`config.mk`:
```
export PLATFORM = sky130hd
export DESIGN_NAME = hcp_host_port
export DESIGN_NICKNAME = d
export VERILOG_FILES = /design/src/pkg/hcp_pkg.sv /design/src/core/hcp_host_port.sv /design/src/core/hcp_fifo.sv
export SDC_FILE = /design/constraint.sdc
export NUM_CORES = 2
export LEC_CHECK = 0
export BUFFER_PORTS_ARGS = -buffer_cell sky130_fd_sc_hd__buf_4
export CAP_MARGIN = 30
export CORE_ASPECT_RATIO = 0.75
export CORE_UTILIZATION = 35
export DETAILED_ROUTE_END_ITERATION = 8
export HOLD_SLACK_MARGIN = 0.15
export PLACE_DENSITY = 0.49
export SYNTH_ARGS = -nofsm -noshare
export SYNTH_HDL_FRONTEND = slang
export SYNTH_SLANG_ARGS = --single-unit
```
`constraint.sdc`:
```
create_clock -name mclk_in -period 7.35 [get_ports mclk_in]
set_clock_uncertainty 0.05 [all_clocks]
set_input_delay 0.735 -clock mclk_in [delete_from_list [all_inputs] [get_ports mclk_in]]
set_output_delay 0.735 -clock mclk_in [all_outputs]
set_load 0.02 [all_outputs]
```
`src/pkg/hcp_pkg.sv`:
```
// holds constants and carrier types of the host CPU port.
// assumes one 40 MHz system clock and a host that obeys the strobe timing.
// Overview of operation
// - each 32-bit word takes two or four accesses
// - width select high means 16-bit data bus
// - address picks config word, FIFO, write or confirm
// - accesses only count while select is low
// - done output goes low when access completes
// - done pin driven only while select is low
// - interrupt output low while masked interrupt pending
// - transmit FIFO feeds sender, receive FIFO feeds reads
// - transmit FIFO 24 words, receive FIFO 39
// - write done within 100 ns, strobe 60 ns
// - read done within 270 ns, strobe 60 ns
// - master reset low forces power status high
// - summary is OR of masked bits; enable gates only the interrupt output
package hcp_pkg;
  // ****************************************************************
  // timing
  // ****************************************************************
  localparam int CLK_PERIOD_NS = 25;
  localparam int WR_DONE_MAX_NS = 100;
  localparam int RD_DONE_MAX_NS = 270;
  localparam int WR_DONE_MAX_CYC = WR_DONE_MAX_NS / CLK_PERIOD_NS;
  localparam int RD_DONE_MAX_CYC = RD_DONE_MAX_NS / CLK_PERIOD_NS;
  // ****************************************************************
  // sizes and address map
  // ****************************************************************
  localparam int WORD_W = 32;
  localparam int TX_DEPTH = 24;
  localparam int RX_DEPTH = 39;
  localparam int CFG_WORDS = 16;
  localparam logic [6:0] ADDR_CFG_LAST = 7'h3C;
  localparam logic [6:0] ADDR_TX_WRITE = 7'h40;
  localparam logic [6:0] ADDR_TX_CONFIRM = 7'h44;
  localparam logic [6:0] ADDR_RX_READ = 7'h48;
  localparam logic [3:0] IDX_VERSION = 4'h0;
  localparam logic [3:0] IDX_CONTROL = 4'h2;
  localparam logic [3:0] IDX_INT = 4'h3;
  localparam logic [3:0] IDX_MASK = 4'h4;
  // ****************************************************************
  // fields and reset values
  // ****************************************************************
  localparam logic [31:0] CONTROL_RESET = 32'hC600_2A01;
  localparam int LPS_BIT = 0;
  localparam int SUMMARY_BIT = 31;
  localparam logic [1:0] LAST_PIECE_WIDE = 2'h1;
  localparam logic [1:0] LAST_PIECE_NARROW = 2'h3;
  // ****************************************************************
  // carriers
  // ****************************************************************
  typedef struct packed {
    logic select_n;
    logic write_n;
    logic read_n;
    logic wide;
    logic [6:0] addr;
    logic [15:0] data;
  } hcp_pins_t;
  typedef struct packed {
    logic last;
    logic [31:0] data;
  } hcp_tx_word_t;
endpackage

```
`src/core/hcp_host_port.sv`:
```
// holds the host CPU port: pin sampling, piece assembly, config words,
// both packet FIFOs and the interrupt pin.
// assumes host pins are asynchronous to mclk_in and the link logic is on it.
`timescale 1ns/1ps
`default_nettype none
module hcp_host_port #(
  parameter logic [31:0] VERSION_ID = 32'h0001_0000  // arbitrary value
) (
  input wire logic mclk_in,
  input wire logic reset_in,
  input wire logic master_reset_n_in,
  input wire logic host_select_n_in,
  input wire logic host_write_strobe_n_in,
  input wire logic host_read_strobe_n_in,
  input wire logic bus_width_select_in,
  input wire logic [6:0] host_addr_in,
  input wire logic [15:0] host_data_in,
  output logic [15:0] host_data_out,
  output logic host_data_oe_n_out,
  output logic access_done_n_out,
  output logic access_done_oe_n_out,
  output logic irq_out_n_out,
  output logic link_power_status_out,
  input wire logic [30:0] irq_events_in,
  output logic tx_valid_out,
  output var hcp_pkg::hcp_tx_word_t tx_word_out,
  input wire logic tx_ready_in,
  input wire logic rx_valid_in,
  input wire logic [31:0] rx_data_in,
  output logic rx_ready_out
);
  import hcp_pkg::*;

  typedef enum logic {ST_IDLE, ST_DONE} hcp_state_t;

  // ****************************************************************
  // pin sampling
  // ****************************************************************
  hcp_pins_t pins_s1_reg;
  hcp_pins_t pins_reg;
  logic mrst_s1_reg;
  logic mrst_reg;
  logic rst;

  always_ff @(posedge mclk_in) begin
    pins_s1_reg <= '{select_n: host_select_n_in, write_n: host_write_strobe_n_in,
                     read_n: host_read_strobe_n_in, wide: bus_width_select_in,
                     addr: host_addr_in, data: host_data_in};
    pins_reg <= pins_s1_reg;
    mrst_s1_reg <= master_reset_n_in;
    mrst_reg <= mrst_s1_reg;
  end

  assign rst = reset_in || !mrst_reg;

  // ****************************************************************
  // access decode
  // ****************************************************************
  hcp_state_t state_reg;
  logic [1:0] piece_reg;
  logic [6:0] last_addr_reg;
  logic last_dir_reg;
  logic [31:0] wbuf_reg;
  logic [31:0] rword_reg;
  logic [31:0] cfg_reg [CFG_WORDS];
  logic [31:0] int_reg;
  logic [31:0] mask_reg;
  logic start;
  logic is_wr;
  logic [1:0] cur_piece;
  logic last_piece;
  logic is_cfg;
  logic [3:0] cfg_idx;
  logic [31:0] word_full;
  logic [31:0] read_src;
  logic [31:0] rword;
  logic [4:0] shift;
  logic commit;
  logic tx_wr_ready;
  logic rx_rd_valid;
  logic [31:0] rx_rd_data;

  assign start = (state_reg == ST_IDLE) && !pins_reg.select_n
                 && (!pins_reg.write_n || !pins_reg.read_n);
  assign is_wr = !pins_reg.write_n;
  assign cur_piece = (pins_reg.addr == last_addr_reg && is_wr == last_dir_reg)
                     ? piece_reg : 2'h0;
  assign last_piece = pins_reg.wide ? (cur_piece == LAST_PIECE_WIDE)
                      : (cur_piece == LAST_PIECE_NARROW);
  assign is_cfg = (pins_reg.addr <= ADDR_CFG_LAST);
  assign cfg_idx = pins_reg.addr[5:2];
  // lowest piece first; the width select picks 16-bit or 8-bit lanes
  assign shift = pins_reg.wide ? {cur_piece[0], 4'h0} : {cur_piece, 3'h0};
  assign commit = start && is_wr && last_piece;

  always_comb begin
    word_full = wbuf_reg;
    if (pins_reg.wide) begin
      word_full[shift +: 16] = pins_reg.data;
    end else begin
      word_full[shift +: 8] = pins_reg.data[7:0];
    end
  end

  always_comb begin
    if (pins_reg.addr == ADDR_RX_READ) begin
      read_src = rx_rd_valid ? rx_rd_data : '0;
    end else if (!is_cfg) begin
      read_src = '0;
    end else if (cfg_idx == IDX_VERSION) begin
      read_src = VERSION_ID;
    end else if (cfg_idx == IDX_INT) begin
      read_src = int_reg;
    end else if (cfg_idx == IDX_MASK) begin
      read_src = mask_reg;
    end else begin
      read_src = cfg_reg[cfg_idx];
    end
  end

  // the whole word is latched on the first piece so later pieces stay coherent
  assign rword = (cur_piece == 2'h0) ? read_src : rword_reg;

  // ****************************************************************
  // handshake state
  // ****************************************************************
  always_ff @(posedge mclk_in) begin
    if (rst) begin
      state_reg <= ST_IDLE;
      access_done_n_out <= 1'b1;
      host_data_oe_n_out <= 1'b1;
      host_data_out <= '0;
    end else begin
      case (state_reg)
        ST_IDLE: begin
          if (start) begin
            // done comes 3 cycles after the strobe edge, inside both limits
            state_reg <= ST_DONE;
            access_done_n_out <= 1'b0;
            host_data_oe_n_out <= is_wr;
            host_data_out <= pins_reg.wide ? rword[shift +: 16] : {8'h00, rword[shift +: 8]};
          end
        end
        ST_DONE: begin
          // a new access needs select or both strobes released first
          if (pins_reg.select_n || (pins_reg.write_n && pins_reg.read_n)) begin
            state_reg <= ST_IDLE;
            access_done_n_out <= 1'b1;
            host_data_oe_n_out <= 1'b1;
          end
        end
        default: state_reg <= ST_IDLE;
      endcase
    end
  end

  always_ff @(posedge mclk_in) begin
    if (rst) begin
      access_done_oe_n_out <= 1'b1;
    end else begin
      access_done_oe_n_out <= pins_reg.select_n;
    end
  end

  always_ff @(posedge mclk_in) begin
    if (rst) begin
      piece_reg <= 2'h0;
      last_addr_reg <= '0;
      last_dir_reg <= 1'b0;
      wbuf_reg <= '0;
      rword_reg <= '0;
    end else if (start) begin
      last_addr_reg <= pins_reg.addr;
      last_dir_reg <= is_wr;
      piece_reg <= last_piece ? 2'h0 : 2'(cur_piece + 1'b1);
      wbuf_reg <= word_full;
      rword_reg <= rword;
    end
  end

  // ****************************************************************
  // config words and interrupts
  // ****************************************************************
  logic [30:0] int_clr;
  assign int_clr = (commit && is_cfg && cfg_idx == IDX_INT) ? word_full[30:0] : '0;

  always_ff @(posedge mclk_in) begin
    if (rst) begin
      for (int i = 0; i < CFG_WORDS; i++) begin
        cfg_reg[i] <= (4'(i) == IDX_CONTROL) ? CONTROL_RESET : '0;
      end
      mask_reg <= '0;
    end else if (commit && is_cfg) begin
      if (cfg_idx == IDX_MASK) begin
        mask_reg <= word_full;
      end else if (cfg_idx != IDX_VERSION && cfg_idx != IDX_INT) begin
        cfg_reg[cfg_idx] <= word_full;
      end
    end
  end

  // an event in the clearing cycle keeps its bit set
  always_ff @(posedge mclk_in) begin
    if (rst) begin
      int_reg <= '0;
    end else begin
      int_reg[30:0] <= irq_events_in | (int_reg[30:0] & ~int_clr);
      int_reg[SUMMARY_BIT] <= |(int_reg[30:0] & mask_reg[30:0]);
    end
  end

  always_ff @(posedge mclk_in) begin
    if (rst) begin
      irq_out_n_out <= 1'b1;
    end else begin
      irq_out_n_out <= !(mask_reg[SUMMARY_BIT] && int_reg[SUMMARY_BIT]);
    end
  end

  // power status is held high through master reset
  always_ff @(posedge mclk_in) begin
    if (rst) begin
      link_power_status_out <= 1'b1;
    end else begin
      link_power_status_out <= cfg_reg[IDX_CONTROL][LPS_BIT];
    end
  end

  // ****************************************************************
  // packet FIFOs
  // ****************************************************************
  // a word pushed into a full transmit FIFO is dropped; the host must pace
  hcp_tx_word_t tx_in;
  logic tx_push;
  assign tx_in = '{last: (pins_reg.addr == ADDR_TX_CONFIRM), data: word_full};
  assign tx_push = commit && (pins_reg.addr == ADDR_TX_WRITE
                              || pins_reg.addr == ADDR_TX_CONFIRM);

  hcp_fifo #(.WIDTH(WORD_W + 1), .DEPTH(TX_DEPTH)) u_tx_fifo (
    .mclk_in(mclk_in),
    .reset_in(rst),
    .wr_valid_in(tx_push),
    .wr_data_in(tx_in),
    .wr_ready_out(tx_wr_ready),
    .rd_valid_out(tx_valid_out),
    .rd_data_out(tx_word_out),
    .rd_ready_in(tx_ready_in)
  );

  hcp_fifo #(.WIDTH(WORD_W), .DEPTH(RX_DEPTH)) u_rx_fifo (
    .mclk_in(mclk_in),
    .reset_in(rst),
    .wr_valid_in(rx_valid_in),
    .wr_data_in(rx_data_in),
    .wr_ready_out(rx_ready_out),
    .rd_valid_out(rx_rd_valid),
    .rd_data_out(rx_rd_data),
    .rd_ready_in(start && !is_wr && last_piece
                 && pins_reg.addr == ADDR_RX_READ)
  );
endmodule
`default_nettype wire

```
`src/core/hcp_fifo.sv`:
```
// holds a small synchronous FIFO with valid/ready on both sides.
// assumes one clock and a synchronous active-high reset.
`timescale 1ns/1ps
`default_nettype none
module hcp_fifo #(
  parameter int WIDTH = 32,
  parameter int DEPTH = 24
) (
  input wire logic mclk_in,
  input wire logic reset_in,
  input wire logic wr_valid_in,
  input wire logic [WIDTH-1:0] wr_data_in,
  output logic wr_ready_out,
  output logic rd_valid_out,
  output logic [WIDTH-1:0] rd_data_out,
  input wire logic rd_ready_in
);
  localparam int PW = $clog2(DEPTH + 1);
  localparam logic [PW-1:0] LAST = PW'(DEPTH - 1);
  localparam logic [PW-1:0] FULL = PW'(DEPTH);
  logic [WIDTH-1:0] mem [DEPTH];
  logic [PW-1:0] wr_ptr_reg;
  logic [PW-1:0] rd_ptr_reg;
  logic [PW-1:0] count_reg;
  logic push;
  logic pop;

  assign wr_ready_out = (count_reg != FULL);
  assign rd_valid_out = (count_reg != '0);
  assign rd_data_out = mem[rd_ptr_reg];
  assign push = wr_valid_in && wr_ready_out;
  assign pop = rd_ready_in && rd_valid_out;

  always_ff @(posedge mclk_in) begin
    if (push) begin
      mem[wr_ptr_reg] <= wr_data_in;
    end
  end

  // depth is not a power of two, so pointers wrap explicitly
  always_ff @(posedge mclk_in) begin
    if (reset_in) begin
      wr_ptr_reg <= '0;
      rd_ptr_reg <= '0;
      count_reg <= '0;
    end else begin
      if (push) begin
        wr_ptr_reg <= (wr_ptr_reg == LAST) ? '0 : PW'(wr_ptr_reg + 1'b1);
      end
      if (pop) begin
        rd_ptr_reg <= (rd_ptr_reg == LAST) ? '0 : PW'(rd_ptr_reg + 1'b1);
      end
      if (push && !pop) begin
        count_reg <= PW'(count_reg + 1'b1);
      end else if (pop && !push) begin
        count_reg <= PW'(count_reg - 1'b1);
      end
    end
  end
endmodule
`default_nettype wire

```
Word-level counts from Yosys, hierarchy flattened. Memory sizes are Yosys's and may differ from the RTL's. A register that Yosys moved wholly into a read port is not among the register bits. Cells that the tools add are included.

Memories kept: 3. RAM bits: 2552. Register bits after elaboration: 248. Bits in latches: 0. Memory bits (read-only): 0.

Memories: u_rx_fifo.mem (words 39, bits a word 32, rd ports 1, clocked after memory_dff 1, write ports 1, RTL line hcp_fifo.sv:21) `logic [WIDTH-1:0] mem [DEPTH];`; u_tx_fifo.mem (words 24, bits a word 33, rd ports 1, clocked after memory_dff 1, write ports 1, RTL line hcp_fifo.sv:21); cfg_reg (words 16, bits a word 32, rd ports 2, clocked after memory_dff 2, write ports 16, RTL line hcp_host_port.sv:65) `logic [31:0] cfg_reg [CFG_WORDS];`.

$add $sub $neg: 10. Shifts and indexed selects: 6. Magnitude comparators: 1. Bitwise gates (word level): 5. Div/mod/pow operators: 0. Muxes and demuxes: 50. Reductions and logical operators: 47. Multiply operators: 0. Equal/unequal tests: 18.

Operators with widths (count): 32-bit two-way mux (9); 32-bit bitwise mux (2); 31-bit AND (2); 6-bit two-way mux (6); 5-bit two-way mux (7); 32-bit OR reduction (1); 16-bit by 7-bit variable shift with 32-bit output, first input constant (1); 8-bit by 7-bit variable shift with 32-bit output, first input constant (1); 16-bit by 7-bit variable part select with 32-bit output (1); 32-bit by 6-bit variable part select with 16-bit output (1); 32-bit by 6-bit variable part select with 8-bit output (1); 8-bit by 7-bit variable part select with 32-bit output (1); 31-bit two-way mux (1); 31-bit NOT (1); 31-bit bitwise OR (1); 31-bit OR reduction (1); 1-bit logical AND (22); 7-bit equality test, second input constant (3); 6-bit by 1-bit adder with 6-bit output, second input constant (3); 1-bit two-way mux (18); 16-bit two-way mux (1); 5-bit by 1-bit adder with 5-bit output, second input constant (3); 6-bit equality test, second input constant (2); 5-bit equality test, second input constant (2); 29 further kinds (46).

Longest topological paths before layout.
Depth after elaboration: 13. Depth in mapped cells: 18. Depth with buffers taken out: 16.

Modules after synthesis. Synthesis repeated with hierarchy kept, for this count alone.

Cells, all modules: 6857. Area, all modules: 111584.5 µm².

By module, submodules not included: hcp_fifo (u_rx_fifo) (area an instance 49846.6 µm², sequential area each 37956.4 µm², cells an instance 2678, instances 1); hcp_fifo (u_tx_fifo) (area an instance 31405.1 µm², sequential area each 24183.2 µm², cells an instance 1586, instances 1); hcp_host_port (area an instance 30332.8 µm², sequential area each 18467.7 µm², cells an instance 2593, instances 1).

Worst setup path before layout. OpenSTA, ideal clock, no wires.

Kind: reg-to-reg. Start: register pins_reg[25] in the netlist's numbering. End: memory u_tx_fifo.mem[0][18] in the netlist's numbering (data pin). Stages on the path, launching flop included: 15. Data required time: 7.066 ns. Path slack: 3.242 ns. Library setup time: 0.234 ns. Arrival time: 3.824 ns. Cell sequence: dfxtp_1 > buf_2 > xnor2_1 > nor4_1 > nand2_1 > a21oi_2 > inv_2 > ha_1 > nor3_1 > and2_1 > clkbuf_1 > nand3_1 > a32o_1 > clkbuf_1 > inv_1.

RTL lines: from (decl) (RTL line hcp_host_port.sv:40) `hcp_pins_t pins_reg;`; from (signal assigned) (RTL line hcp_host_port.sv:49) `pins_reg <= pins_s1_reg;`; to (decl) (RTL line hcp_fifo.sv:21).

==> results.sh <==
export IMPL_drc_errors=0
export IMPL_dr_max_layer_used="met5"
export IMPL_power_density_nw_per_um2=259
export IMPL_synthAdderAreaFrac_pct=0.308
export IMPL_drive_gt1_share_pct=21.6
export IMPL_grt_remaining_overflow=0
export IMPL_synth_seq_cells=2778
export IMPL_cts_root_buffer="clkbuf_16"
export IMPL_first_iter_violations=8186
export IMPL_crit_path_end="u_tx_fifo.mem[16][18]"
export IMPL_clkSinkCount=2778
export IMPL_yosysTopAreaCell="edfxtp_1"
export IMPL_finalCritPeriodShare_pct=82.4
export IMPL_die_h_um=488
export IMPL_finalMaxSlewViolations=0
export IMPL_yosysWarnings=0
export IMPL_grt_max_degree=101
export IMPL_max_cap_violations=0
export IMPL_synth_edff_count=2518
export IMPL_yosysTopAreaCellShare_pct=68.5
export IMPL_fin_nets=6892
export IMPL_crit_type="reg -> reg"
export IMPL_synthFlopType="edfxtp_1"
export IMPL_setup_tns_ns=0
export IMPL_rr_startpoint="cfg_idx[1]"
export IMPL_end_kind="register"
export IMPL_post_route_cell_area_um2=128000
export IMPL_place_area_um2=118000
export IMPL_antenna_found_initial=17
export IMPL_r2r_end="u_tx_fifo.mem[16][18]"
export IMPL_final_util_pct=40.7
export IMPL_rsz0062_at_grt="no"
export IMPL_syn_area_per_cell_um2=17.3
export IMPL_grt_pass1_vias=61100
export IMPL_start_util_pct=35.2
export IMPL_hold_violations=0
export IMPL_drtAntennaViolNets=0
export IMPL_synth_cell_type_count=93
export IMPL_status="finished, final reports clean"
export IMPL_grt_pass1_wl_mm=503
export IMPL_via_per_inst=5.68
export IMPL_cp_required_ns=7.69
export IMPL_max_freq_ghz=0.165
export IMPL_met3_length_mm=30.4
export IMPL_coreArea_um2=314000
export IMPL_worstPathMaxFanout=35
export IMPL_boundaryPins=151
export IMPL_holdWs_ns=0.220
export IMPL_wl_met2_mm=157
export IMPL_arrival_ns=6.39
export IMPL_final_min_clock_period_ns=6.06
export IMPL_std_cell_rows=178
export IMPL_ys_seq_area_share_pct=73.2
export IMPL_clk_latency_ns=0.88
export IMPL_synth_simple_area_share_pct=5.27
export IMPL_clock_path_buffers=4
export IMPL_largest_register_ffs=1248
export IMPL_ys_top_cells_by_area="edfxtp_1 68%, mux4_2 11%, dfxtp_1 4.7%, mux2i_1 2.6%, nor2_1 2.4%"
export IMPL_die_w_um=651
export IMPL_wl_met1_mm=167
export IMPL_dp_hpwl_mm=226
export IMPL_drtPass1Iterations=6
export IMPL_synth_compound_area_share_pct=5.23
export IMPL_setup_viol=0
export IMPL_die_area_um2=318000
export IMPL_post_cts_buffers=0
export IMPL_r2r_slack_ns=1.29
export IMPL_netlist_area_um2=110000
export IMPL_h_tree_depth=5
export IMPL_async_flop_share_pct=0
export IMPL_final_cell_mix="2518 x edfxtp_1, 642 x nor2_1, 515 x mux4_2"
export IMPL_gp_congestion=0.935
export IMPL_vdd_drop_max_v=0.000210
export IMPL_rr_worst_depth=10
export IMPL_cp_start_kind="register"
export IMPL_synthXorXnorAreaFrac_pct=0.206
export IMPL_synthMuxAreaShare_pct=13.6
export IMPL_vias=63200
export IMPL_cts_tree="built"
export IMPL_holdCritPathClass="in -> reg"
export IMPL_cp_startpoint="cfg_idx[1]"
export IMPL_port_buffers=150
export IMPL_final_common_cell="edfxtp_1"
export IMPL_cts_made_buffers=292
export IMPL_grt_usage_pct=22.6
export IMPL_tightest_slew_ns=1.15
export IMPL_p_leak_nw=41.2
export IMPL_routed_wl_mm=365
export IMPL_syn_to_final_growth_pct=15.5
export IMPL_max_slew_margin_pct=23.0
export IMPL_synthCells=6370
export IMPL_synth_top_family_by_area="multiplexers"
export IMPL_wl_per_cell_um=32.8
export IMPL_clk_pin_slew_ns=0.07
## cell families (layout without fill, tap and decap cells)
group	count (synthesis)	count (layout)
xor gates and xnor gates	26	26
AOI/OAI and AO/OA	833	833
other	1	67
muxes	854	854
adders and majority gates	26	26
and+or+nand+nor	1336	1336
DFF	2778	2778
buffers and inverters	516	1074
## synth_stat cells, types with 9 or more instances
master     number
a32o_1         23
a221o_1        16
o211a_1         9
a21o_1         10
a31oi_1        15
a221oi_1       60
ha_1           24
a2bb2oi_1      10
o221ai_1       26
mux4_2        515
nor2b_1        31
mux2i_1       283
o21a_1         27
edfxtp_1     2518
mux2_2         56
a22oi_1        60
o21ai_0       167
nand3_1        54
nor2_1        704
and3_1         15
buf_1          46
nand2_1       312
and2_1         36
clkbuf_1      202
nor4_1         12
a2111oi_0      13
nand4_1        19
a211oi_1       50
a21oi_1       144
nor3_1         54
xor2_1         18
o211ai_1       49
buf_2         105
o31ai_1         9
inv_1         100
dfxtp_1       260
buf_4          40
o22ai_1        53
a31o_2          9
nand2b_1       37
a22o_1         12
a32oi_1        11
buf_6          19
## per-stage QoR
| step | std cells | setup WS (ns) | total power, mW |
|---|---|---|---|
| final | 11100 | 1.29 | 33.0 |
| after CTS | 11100 | 1.22 | 33.2 |
| after global placement | 10500 | 1.13 | 18.9 |
| after detailed placement | 10600 | 1.26 | 18.9 |
| after global routing | 11100 | 1.10 | 33.9 |
| after floorplan | 6431 | 3.24 | 18.3 |
## critical path, stage by stage, from the launching register on
cell and delay [ns]:
dfxtp_4 0.76, xor2_1 0.25, nor4_1 0.73, nand4_1 0.64, ha_1 0.84, nor3_2 0.11, buf_4 0.22, and2_1 0.27
nand3_1 0.12, a32o_1 0.78, inv_1 0.72
## final cells by class
type                       count  area [um^2]
antenna                        5         12.5
clock buffer                 385         7930
clock inverter               127         1090
fill                       28200       186000
inverter                     104          393
multi-input combinational   3137        28000
sequential                  2778        80900
tap                         4140         5180
timing repair buffer         458         4060
## worst min path at each step
| stage | start | to | slack, ns | cells past startpoint |
|---|---|---|---|---|
| floorplan | pins_s1_reg[18] | cfg_idx[0] | 0.26 | 0 |
| detailed placement | pins_s1_reg[6] | pins_reg[6] | 0.26 | 0 |
| CTS | rx_data_in[11] | u_rx_fifo.mem[28][11] | 0.18 | 1 |
| global route | irq_events_in[5] | int_reg[5] | 0.22 | 3 |
| global placement | mrst_s1_reg | mrst_reg | 0.26 | 0 |
| finish | irq_events_in[6] | int_reg[6] | 0.22 | 3 |
## power breakdown
part / switching [mW] / internal, mW / total, mW
clock network: 6.20 / 8.17 / 14.4
registers: 0.114 / 17.4 / 17.5
logic: 0.842 / 0.292 / 1.13
total: 7.15 / 25.8 / 33.0
## metal layers
metal | track usage, % | vias to the layer above
met2 | 32.9 | 2893
met3 | 3.92 | 498
li1 | - | 26000
met1 | 34.5 | 33800
met5 | 0 | -
met4 | 6.22 | 4
## repair_timing
| action | in CTS | in global routing |
|---|---|---|
| endpoints found under the hold margin | 57 | 0 |
| hold buffers | 57 | 0 |
| gates resized for setup | 0 | 0 |
(Power assumes the default switching activity.)
